--- config.mk ---
export PLATFORM = sky130hd
export DESIGN_NAME = bdfm_core
export DESIGN_NICKNAME = d
export VERILOG_FILES = /design/src/rtl/bdfm_pkg.sv /design/src/rtl/bdfm_core.sv
export SDC_FILE = /design/constraint.sdc
export NUM_CORES = 1
export LEC_CHECK = 0
export ABC_AREA = 1
export BUFFER_PORTS_ARGS = -buffer_cell sky130_fd_sc_hd__clkbuf_2
export CAP_MARGIN = 5
export CORE_ASPECT_RATIO = 1.2
export CORE_MARGIN = 2
export CORE_UTILIZATION = 65
export DETAILED_ROUTE_END_ITERATION = 6
export GPL_ROUTABILITY_DRIVEN = 0
export PLACE_DENSITY_LB_ADDON = 0.1
export SKIP_LAST_GASP = 1
export SYNTH_ARGS = -nofsm -noshare
export SYNTH_HDL_FRONTEND = slang
export SYNTH_SLANG_ARGS = --single-unit
--- constraint.sdc ---
create_clock -name clk_sys -period 3.1 [get_ports clk_sys]
set_input_delay 0 -clock clk_sys [delete_from_list [all_inputs] [get_ports clk_sys]]
set_output_delay 0 -clock clk_sys [all_outputs]
set_load 0.1 [all_outputs]
--- src/rtl/bdfm_pkg.sv ---
package bdfm_pkg;
	// timing figures in their own units, cycle counts derived at 200 MHz
	localparam int CLK_MHZ         = 200;
	localparam int DEAD_NS         = 50;                              // least dead time
	localparam int DEAD_CYC        = (DEAD_NS * CLK_MHZ + 999) / 1000; // rounded up
	localparam int BLANK_NS        = 1500;                            // overcurrent blanking
	localparam int BLANK_CYC       = (BLANK_NS * CLK_MHZ) / 1000;
	localparam int SHORT_NS        = 12000;                           // short detection delay
	localparam int SHORT_CYC       = (SHORT_NS * CLK_MHZ) / 1000;
	localparam int OV_FILT_NS      = 30000;                           // overvoltage filter, least
	localparam int OV_FILT_CYC     = (OV_FILT_NS * CLK_MHZ + 999) / 1000;
	localparam int RESET_NS        = 2000;                            // drive-permit low time
	localparam int RESET_CYC       = (RESET_NS * CLK_MHZ + 999) / 1000;
	localparam int SC_UP           = 4;                               // integrator charge step
	localparam int SC_DN           = 1;                               // integrator discharge step
	localparam int SC_TRIP         = SHORT_CYC * SC_UP;
	localparam int PHASES          = 3;
	// fault code on the two pins {hi,lo}
	localparam logic [1:0] CODE_UV   = 2'h0;
	localparam logic [1:0] CODE_OT   = 2'h1;
	localparam logic [1:0] CODE_SC   = 2'h2;
	localparam logic [1:0] CODE_NONE = 2'h3;
endpackage

--- src/rtl/bdfm_core.sv ---
// Overview of operation
// - each half bridge has one shared short integrator for both switches
// - confirmed short turns all gates off, latched until drive-permit reset
// - drain voltage watched only after gate command on and dead time over
// - short threshold at disable level turns off short protection only
// - overcurrent comparator blanked about 1.5 us before it reports
// - overcurrent only warns, keeps driving, clears when current drops
// - overcurrent warning drops when current commutates to the high side
// - minimum dead time enforced whatever the command timing
// - dead time lies between 50 and 200 ns
// - both switches of one bridge commanded on is ignored
// - pump buffer undervoltage pulls gates low, stops short detection
// - undervoltage recovery resumes driving without a reset
// - filtered overvoltage turns off gates and pumps, latched until reset
// - overvoltage must persist 30 to 65 us before shutdown
// - after overvoltage the collapsed pumps show as undervoltage code
// - over-temperature only warns and clears itself
// - supply check armed by drive-permit rising edge, idle while low
// - supply check fault disables and latches outputs until reset
// - fault pins encode undervoltage, temperature, short, or no fault
// - several faults report by fixed priority order
// - no fault enters sleep; only the sleep control input does
// - drive-permit held low clears latches and turns all gates off
// - while drive-permit low, only undervoltage and temperature shown
`timescale 1ns/1ps
`default_nettype none
module bdfm_core #(
	parameter int PHASES      = bdfm_pkg::PHASES,
	parameter int OV_FILT_CYC = bdfm_pkg::OV_FILT_CYC,
	parameter int SHORT_CYC   = bdfm_pkg::SHORT_CYC
) (
	input  wire logic              clk_sys,
	input  wire logic              nrst,
	input  wire logic [PHASES-1:0] cmd_high_in,
	input  wire logic [PHASES-1:0] cmd_low_in,
	input  wire logic              drive_permit_in,
	input  wire logic              sleep_control_in,
	input  wire logic [PHASES-1:0] drain_high_over,
	input  wire logic [PHASES-1:0] drain_low_over,
	input  wire logic              short_threshold_level_in,
	input  wire logic              overcurrent_cmp,
	input  wire logic              overcurrent_threshold_in,
	input  wire logic [PHASES-1:0] pump_buffer_caps,
	input  wire logic              supply_over,
	input  wire logic              high_drain_sense,
	input  wire logic              temp_over,
	input  wire logic              io_supply_check,
	output logic      [PHASES-1:0] gate_high,
	output logic      [PHASES-1:0] gate_low,
	output logic                   pump_enable,
	output logic                   fault_code_hi,
	output logic                   fault_code_lo,
	output logic                   sleep_out
);
	localparam int CW = $clog2(bdfm_pkg::SC_UP * SHORT_CYC + bdfm_pkg::SC_UP + 1);
	localparam logic [CW-1:0] TRIP = CW'(bdfm_pkg::SC_UP * SHORT_CYC);
	localparam logic [CW-1:0] UP   = CW'(bdfm_pkg::SC_UP);
	localparam logic [CW-1:0] DN   = CW'(bdfm_pkg::SC_DN);
	localparam logic [CW-1:0] CMAX = {CW{1'b1}};

	typedef struct packed {
		logic [PHASES-1:0][CW-1:0] integ;
		logic [PHASES-1:0][3:0]    dt_hi;
		logic [PHASES-1:0][3:0]    dt_lo;
		logic [PHASES-1:0]         g_hi;
		logic [PHASES-1:0]         g_lo;
		logic [15:0]               blank;
		logic [15:0]               ov_cnt;
		logic [15:0]               rst_cnt;
		logic                      sc_lat;
		logic                      ov_lat;
		logic                      chk_lat;
		logic                      chk_arm;
		logic                      permit_d;
		logic                      oc_warn;
		logic                      pump_en;
		logic [1:0]                code;
		logic                      sleep;
	} bdfm_state_t;

	bdfm_state_t st_r;
	bdfm_state_t st_nxt;
	logic        uv_any;
	logic        shut;
	logic        sc_en;

	// any pump undervoltage or overvoltage pump collapse reads as undervoltage
	assign uv_any = (|pump_buffer_caps) | st_r.ov_lat;
	assign shut   = st_r.sc_lat | st_r.ov_lat | st_r.chk_lat | uv_any | ~drive_permit_in;
	assign sc_en  = ~short_threshold_level_in;

	always_comb
	begin
		st_nxt = st_r;
		// per bridge: dead time, interlock, short integrator
		for (int i = 0; i < PHASES; i++)
		begin
			// dead time counts after the opposite gate went off
			st_nxt.dt_hi[i] = st_r.g_lo[i] ? 4'h0 : (st_r.dt_hi[i] < 4'(bdfm_pkg::DEAD_CYC) ?
				st_r.dt_hi[i] + 4'h1 : st_r.dt_hi[i]);
			st_nxt.dt_lo[i] = st_r.g_hi[i] ? 4'h0 : (st_r.dt_lo[i] < 4'(bdfm_pkg::DEAD_CYC) ?
				st_r.dt_lo[i] + 4'h1 : st_r.dt_lo[i]);
			// both commanded is ignored: both gates off
			st_nxt.g_hi[i] = ~shut & cmd_high_in[i] & ~cmd_low_in[i] & ~st_r.g_lo[i]
				& (st_r.dt_hi[i] >= 4'(bdfm_pkg::DEAD_CYC));
			st_nxt.g_lo[i] = ~shut & cmd_low_in[i] & ~cmd_high_in[i] & ~st_r.g_hi[i]
				& (st_r.dt_lo[i] >= 4'(bdfm_pkg::DEAD_CYC));
			// shared integrator, only watching a gate that is on after dead time
			if (sc_en & ~pump_buffer_caps[i] &
				((st_r.g_hi[i] & drain_high_over[i]) | (st_r.g_lo[i] & drain_low_over[i])))
				st_nxt.integ[i] = (st_r.integ[i] > CMAX - UP) ? CMAX : st_r.integ[i] + UP;
			else
				st_nxt.integ[i] = (st_r.integ[i] < DN) ? '0 : st_r.integ[i] - DN;
			// a stage in undervoltage or with protection off must not trip on old charge
			if (sc_en & ~pump_buffer_caps[i] & (st_r.integ[i] >= TRIP))
				st_nxt.sc_lat = 1'b1;
		end
		// overcurrent blanking; low side off means no shunt current
		if (overcurrent_cmp & overcurrent_threshold_in & (|st_r.g_lo))
			st_nxt.blank = (st_r.blank < 16'(bdfm_pkg::BLANK_CYC)) ? st_r.blank + 16'h1 : st_r.blank;
		else
			st_nxt.blank = 16'h0;
		st_nxt.oc_warn = (st_r.blank >= 16'(bdfm_pkg::BLANK_CYC));
		// overvoltage filter
		if (supply_over | high_drain_sense)
			st_nxt.ov_cnt = (st_r.ov_cnt < 16'(OV_FILT_CYC)) ? st_r.ov_cnt + 16'h1 : st_r.ov_cnt;
		else
			st_nxt.ov_cnt = 16'h0;
		if (st_r.ov_cnt >= 16'(OV_FILT_CYC))
			st_nxt.ov_lat = 1'b1;
		st_nxt.pump_en = ~st_nxt.ov_lat;
		// supply check armed by permit edge
		st_nxt.permit_d = drive_permit_in;
		st_nxt.chk_arm  = drive_permit_in & (st_r.chk_arm | ~st_r.permit_d);
		if (st_r.chk_arm & drive_permit_in & io_supply_check)
			st_nxt.chk_lat = 1'b1;
		// permit low long enough clears latches
		st_nxt.rst_cnt = drive_permit_in ? 16'h0 :
			((st_r.rst_cnt < 16'(bdfm_pkg::RESET_CYC)) ? st_r.rst_cnt + 16'h1 : st_r.rst_cnt);
		if (st_r.rst_cnt >= 16'(bdfm_pkg::RESET_CYC))
		begin
			st_nxt.sc_lat  = 1'b0;
			st_nxt.ov_lat  = 1'b0;
			st_nxt.chk_lat = 1'b0;
		end
		// fault code by priority; disabled shows only uv and temperature
		if (drive_permit_in & st_r.chk_lat)
			st_nxt.code = bdfm_pkg::CODE_UV;
		else if (drive_permit_in & st_r.sc_lat)
			st_nxt.code = bdfm_pkg::CODE_SC;
		else if (uv_any)
			st_nxt.code = bdfm_pkg::CODE_UV;
		else if (drive_permit_in & st_r.ov_lat)
			st_nxt.code = bdfm_pkg::CODE_OT;
		else if (temp_over)
			st_nxt.code = bdfm_pkg::CODE_OT;
		else if (drive_permit_in & st_r.oc_warn)
			st_nxt.code = bdfm_pkg::CODE_SC;
		else
			st_nxt.code = bdfm_pkg::CODE_NONE;
		// sleep follows only its own input, never a fault
		st_nxt.sleep = sleep_control_in;
	end

	// single state register
	always_ff @(posedge clk_sys or negedge nrst)
	begin
		if (!nrst)
		begin
			st_r          <= '0;
			st_r.pump_en  <= 1'b1;
			st_r.code     <= bdfm_pkg::CODE_NONE;
		end
		else
			st_r <= st_nxt;
	end

	assign gate_high     = st_r.g_hi;
	assign gate_low      = st_r.g_lo;
	assign pump_enable   = st_r.pump_en;
	assign fault_code_hi = st_r.code[1];
	assign fault_code_lo = st_r.code[0];
	assign sleep_out     = st_r.sleep;

	// per-bridge checks; the repeated gap below is ten cycles, the least dead time
	generate
		for (genvar b = 0; b < PHASES; b++)
		begin : g_bridge_chk
			logic overload;

			// some drain above its limit while that switch conducts
			assign overload = (gate_high[b] & drain_high_over[b]) | (gate_low[b] & drain_low_over[b]);

		end
	endgenerate
endmodule // bdfm_core
`default_nettype wire

# --- After elaboration in Yosys (flattened, before gate mapping) ---
# Cells that the tools add are included.
word_totals:
  word_cells: 195
  n_memories: 0
  romBits: 0
  mem_bits_rw: 0
  latchBits: 0
  reg_bits: 130
  inputBits: 26
  out_inout_bits: 10
op_classes:
  multipliers: 0
  n_eq_ne: 2
  n_div: 0
  n_lt_le_gt_ge: 27
  addsub: 15
  n_mux: 39
  bitwise: 78
  n_shift: 0
  reduce_logical: 11
ops:
  columns: ["operator", "count"]
  rows:
  - ["14-bit two-way mux", 9]
  - ["16-bit two-way mux", 6]
  - ["16-bit by 1-bit adder with 16-bit output, second input constant", 3]
  - ["1-bit AND", 48]
  - ["4-bit two-way mux", 12]
  - ["14-bit by 3-bit adder with 14-bit output, second input constant", 3]
  - ["14-bit greater-or-equal comparator, second input constant", 3]
  - ["14-bit greater-than comparator, second input constant", 3]
  - ["14-bit by 1-bit < comparator with 1-bit output, second input constant", 3]
  - ["14-bit by 1-bit subtractor with 14-bit output, second input constant", 3]
  - ["16-bit by 9-bit greater-or-equal comparator with 1-bit output, second input constant", 2]
  - ["16-bit by 9-bit < comparator with 1-bit output, second input constant", 2]
  - ["4-bit by 1-bit adder with 4-bit output, second input constant", 6]
  - ["4-bit greater-or-equal comparator, second input constant", 6]
  - ["4-bit < comparator, second input constant", 6]
  - ["1-bit inverter", 20]
  - ["16-bit by 13-bit greater-or-equal comparator with 1-bit output, second input constant", 1]
  - ["16-bit by 13-bit < comparator with 1-bit output, second input constant", 1]
  - ["2-bit nonzero test", 8]
  - ["2-bit two-way mux", 5]
  - ["1-bit OR", 10]
  - ["1-bit two-way mux", 6]
  - ["3-bit OR reduction", 2]
  - ["2-bit by 1-bit inequality test with 1-bit output, second input constant", 2]
  - ["2 further kinds", 2]

# --- Depth between registers and ports, before layout ---
depth:
  ltp_word: 9
  mapped_depth: 12
  ltp_nobuf: 12

# --- Worst setup path after synthesis ---
# Ideal clock, no wire load.
synth_path:
  path_kind: "register to register"
  from: "register st_r[104] (netlist bit)"
  to: "register st_r[102] (netlist bit)"
  setup_time_ns: 0.120
  t_arrival_ns: 1.382
  t_required_ns: 2.980
  synth_period_minus_slack_ns: 1.502
  stages_incl_launch_ff: 10
  slack_ns: 1.598
  path_buffers: 1
  cell_sequence: "dfrtp_1 inv_1 ha_1 nand2_1 nand3_1 nor2_1 nand2_1 buf_4 a21oi_1 nor2_1"
synth_via:
  elab_chain_cells: 3
  elab_cells_between_ends: 5
  classes_between: "2 x order compare; 3 x mux"
synth_lines:
  columns: ["item", "line_no", "rtl"]
  rows:
  - ["start: declaration", "bdfm_core.sv:81", "bdfm_state_t st_r;"]
  - ["start signal: assignment", "bdfm_core.sv:175", "st_r <= st_nxt;"]
  - ["14-bit by 1-bit < comparator with 1-bit output or 14-bit greater-than comparator (tied branches)", "bdfm_core.sv:113, bdfm_core.sv:111", null]
  - ["14-bit two-way mux, on equally long branches", "bdfm_core.sv:113, bdfm_core.sv:111", null]
  - ["14-bit two-way mux *", "bdfm_core.sv:109", "if (sc_en & ~pump_buffer_caps[i] &"]
# Every way passes the cells marked *; elsewhere a longest branch is shown, timed or not.
# A chain may end at the register's enable or synchronous reset.

==> impl_metrics.yaml <==
clock_network:
  cts_tree: "yes"
  ctsResizeCount: 0
  numCtsBuffers: 17
  clock_path_buffers: 2
  clk_pin_slew_worst_paths_ns: 0.06
  cts_root_buf: "clkbuf_16"
  insertion_delay_ns: 0.42
  cts_max_level: 4
  clock-sinks: 130
hold_path:
  min_to: "st_r[29]$_DFFE_PN0P_"
  hold_path_class: "primary input to flip-flop"
  hold_start: "supply_over"
  whs_path_depth: 5
pwr:
  pwr_density_cell_mw_per_mm2: 645
  p_leak_nw: 4.69
  ir_worst_vdd_uv: 449
place:
  portBuffers: 35
  hpwlAfterDp_um: 12500
  post-place-ws_ns: 1.16
floorplanning:
  die_h_um: 128
  die_x_um: 107
  io_pins: 36
  coreArea_mm2: 0.0126
  rows: 45
  start_util_pct: 66.2
  dieArea_mm2: 0.0137
global_routing:
  grt_overflow_total: 0
  grt_max_degree: 95
  first_global_vias: 7199
  grt_pass1_wl_um: 31400
  grtUsageTotal_pct: 28.4
  antenna_found_initial: 0
sta:
  period_share_pct: 68.4
  grt_setup_unrepaired: "false"
  hold_violations: 0
  relSlewSlack_pct: 43.5
  finalSetupTns_ns: 0
  finalSetupViolations: 0
  finClkSkew_ns: 0.00660
  worst_pin_slew_ns: 0.847
  post-route-min-period_ns: 2.12
  max_freq_mhz: 471
  slew_viol_final: 0
  timing.final.ws_setup_ns: 0.978
drt:
  drt_iter0_markers: 535
  antenna_left: 0
  drc: 0
  wl_per_cell_um: 13.0
  first_pass_iters: 5
  avgViaCountPerCell: 5.38
  routed_wl_um: 18100
  vias: 7491
setup_path:
  critPathMaxFanout: 4
  critical_path_class: "flip-flop to flip-flop"
  rr_worst_depth: 7
  worstReg2RegStart: "st_r[8]$_DFF_PN0_"
  crit_path_end_kind: "flip-flop"
  cp.required_ns: 3.45
  r2r-end: "fault_code_hi$_DFF_PN1_"
  rrSetupSlack_ns: 0.98
  crit_start: "st_r[8]$_DFF_PN0_"
  cp-start-kind: "flip-flop"
  crit_arrival_ns: 2.47
logic_synthesis:
  synth_ff_type: "dfrtp_1"
  synth_area_leader_cell: "dfrtp_1"
  synthXorXnorAreaFrac_pct: 3.48
  muxShareOfSynthArea_pct: 0
  synth_top_family_by_area: "simple AND/OR/NAND/NOR gates"
  synth_warnings: 0
  syn_inst: 1169
  synth_edf_count: 0
  syn-num-nets: 1231
  ys_ff_latch: 130
  syn_avg_cell_area_um2: 7.11
  synth_fa_ha_area_share_pct: 5.42
  ys_seq_area_share_pct: 39.2
  yosys.area.top_type_share_pct: 38.2
  synth-simple-area-share_pct: 34.5
  ys_types: 44
  async_reset_ff_share_pct: 100
  synth.area.top_cells: "dfrtp_1, nand2_1, nor2_1"
  syn-cell-area_mm2: 0.00832
  synth_compound_area_share_pct: 7.67
finish:
  antenna_cells: 0
  multiInputGateArea_mm2: 0.00425
  drive_gt1_share_pct: 8.38
  fillers: 1017
  final_cell_mix: "nand2_1, nor2_1, inv_1, dfrtp_1, nand3_1"
  syn2layout_area_growth_pct: 12.0
  seq_area_mm2: 0.00326
  fin_nets: 1278
  final_common_cell: "nand2_1"
flow_run:
  maxCapViolations: 0
outcome:
  status: "finished, final reports clean"
[metrics by stage]
step	util, %	power [mW]	instance area [um2]	hold slack (ns)	cells
after floorplan	-	3.66	8320	-0.296	1169
after global placement	67.8	3.95	8520	0.108	1340
after detailed placement	67.8	4.00	8520	0.113	1340
after CTS	74.2	6.02	9310	0.00298	1393
after global routing	74.2	6.44	9310	0.0878	1393
final	74.2	6.00	9310	0.0243	1393
[registers in the layout, summed over array words and instances (netlist names)]
signal,cells
fault_code_hi,1
st_r,120
sleep_out,1
gate_low,3
fault_code_lo,1
pump_enable,1
gate_high,3
[cell usage after synthesis (2+ instances only)]
cell / n
a21oi_1: 34
and3_1: 2
buf_2: 9
buf_4: 15
buf_6: 3
clkbuf_1: 2
clkbuf_2: 2
clkinv_1: 3
dfrtp_1: 127
dfstp_2: 3
ha_1: 36
inv_1: 156
inv_2: 2
nand2_1: 310
nand2_2: 9
nand3_1: 115
nand3_2: 6
nand3b_1: 2
nand4_1: 25
nor2_1: 164
nor2_2: 6
nor3_1: 11
nor4_1: 5
o211ai_1: 2
o21a_1: 5
o21ai_0: 56
o21ai_1: 6
o31ai_1: 4
o41ai_1: 2
or2_2: 2
xnor2_1: 5
xor2_1: 28
[how the worst max path moves through the flow]
stage                                   end  cells after the start
CTS                 fault_code_hi$_DFF_PN1_                      7
detailed placement       st_r[98]$_DFF_PN0_                      8
global route        fault_code_hi$_DFF_PN1_                      7
global placement         st_r[98]$_DFF_PN0_                      8
floorplan             st_r[102]$_DFFE_PN0P_                      9
finish              fault_code_hi$_DFF_PN1_                      7
[metal layers]
layer	routed length [um]	vias up	global-route usage [%]
li1	-	3808	-
met2	8950	155	48.7
met4	357	0	11.1
met1	8110	3499	34.9
met5	0	-	0
met3	725	29	6.10
[critical path, cell delays in order (launching register included)]
cell and delay (ns):
dfrtp_1 0.42, nor2_1 0.12, nand2_1 0.05, dlygate4sd3_1 0.56, inv_1 0.10, nand2_1 0.05
dlygate4sd3_1 0.56, a21boi_0 0.17
[repair_timing]
action                                 4_1_cts  5_1_grt
endpoints found under the hold margin      112        0
buffers inserted                             0        0
hold buffers                                21        0
[logic make-up (layout without fill, tap and decap cells)]
| group | count (synthesis) | in the layout |
|---|---|---|
| simple gates | 663 | 663 |
| buf+inv | 192 | 252 |
| flops | 130 | 130 |
| compound gates | 115 | 115 |
| fa+ha+maj | 36 | 36 |
| xor+xnor | 33 | 33 |
[where the power goes]
group	leakage (nW)	internal [mW]	switching (mW)
Sequential	1.60	1.99	0.411
Combinational	2.82	0.636	1.00
Clock	0.270	1.19	0.780
Total	4.69	3.81	2.19
[cell type report]
class                      count  share of cell area [%]
tap                          164                    2.20
clock buffer                  18                    4.61
inverter                     161                    6.49
timing repair buffer          59                    4.45
multi-input combinational    847                    45.6
clock inverter                14                    1.67
sequential                   130                    35.0
Power figures use the tool's default switching activity.
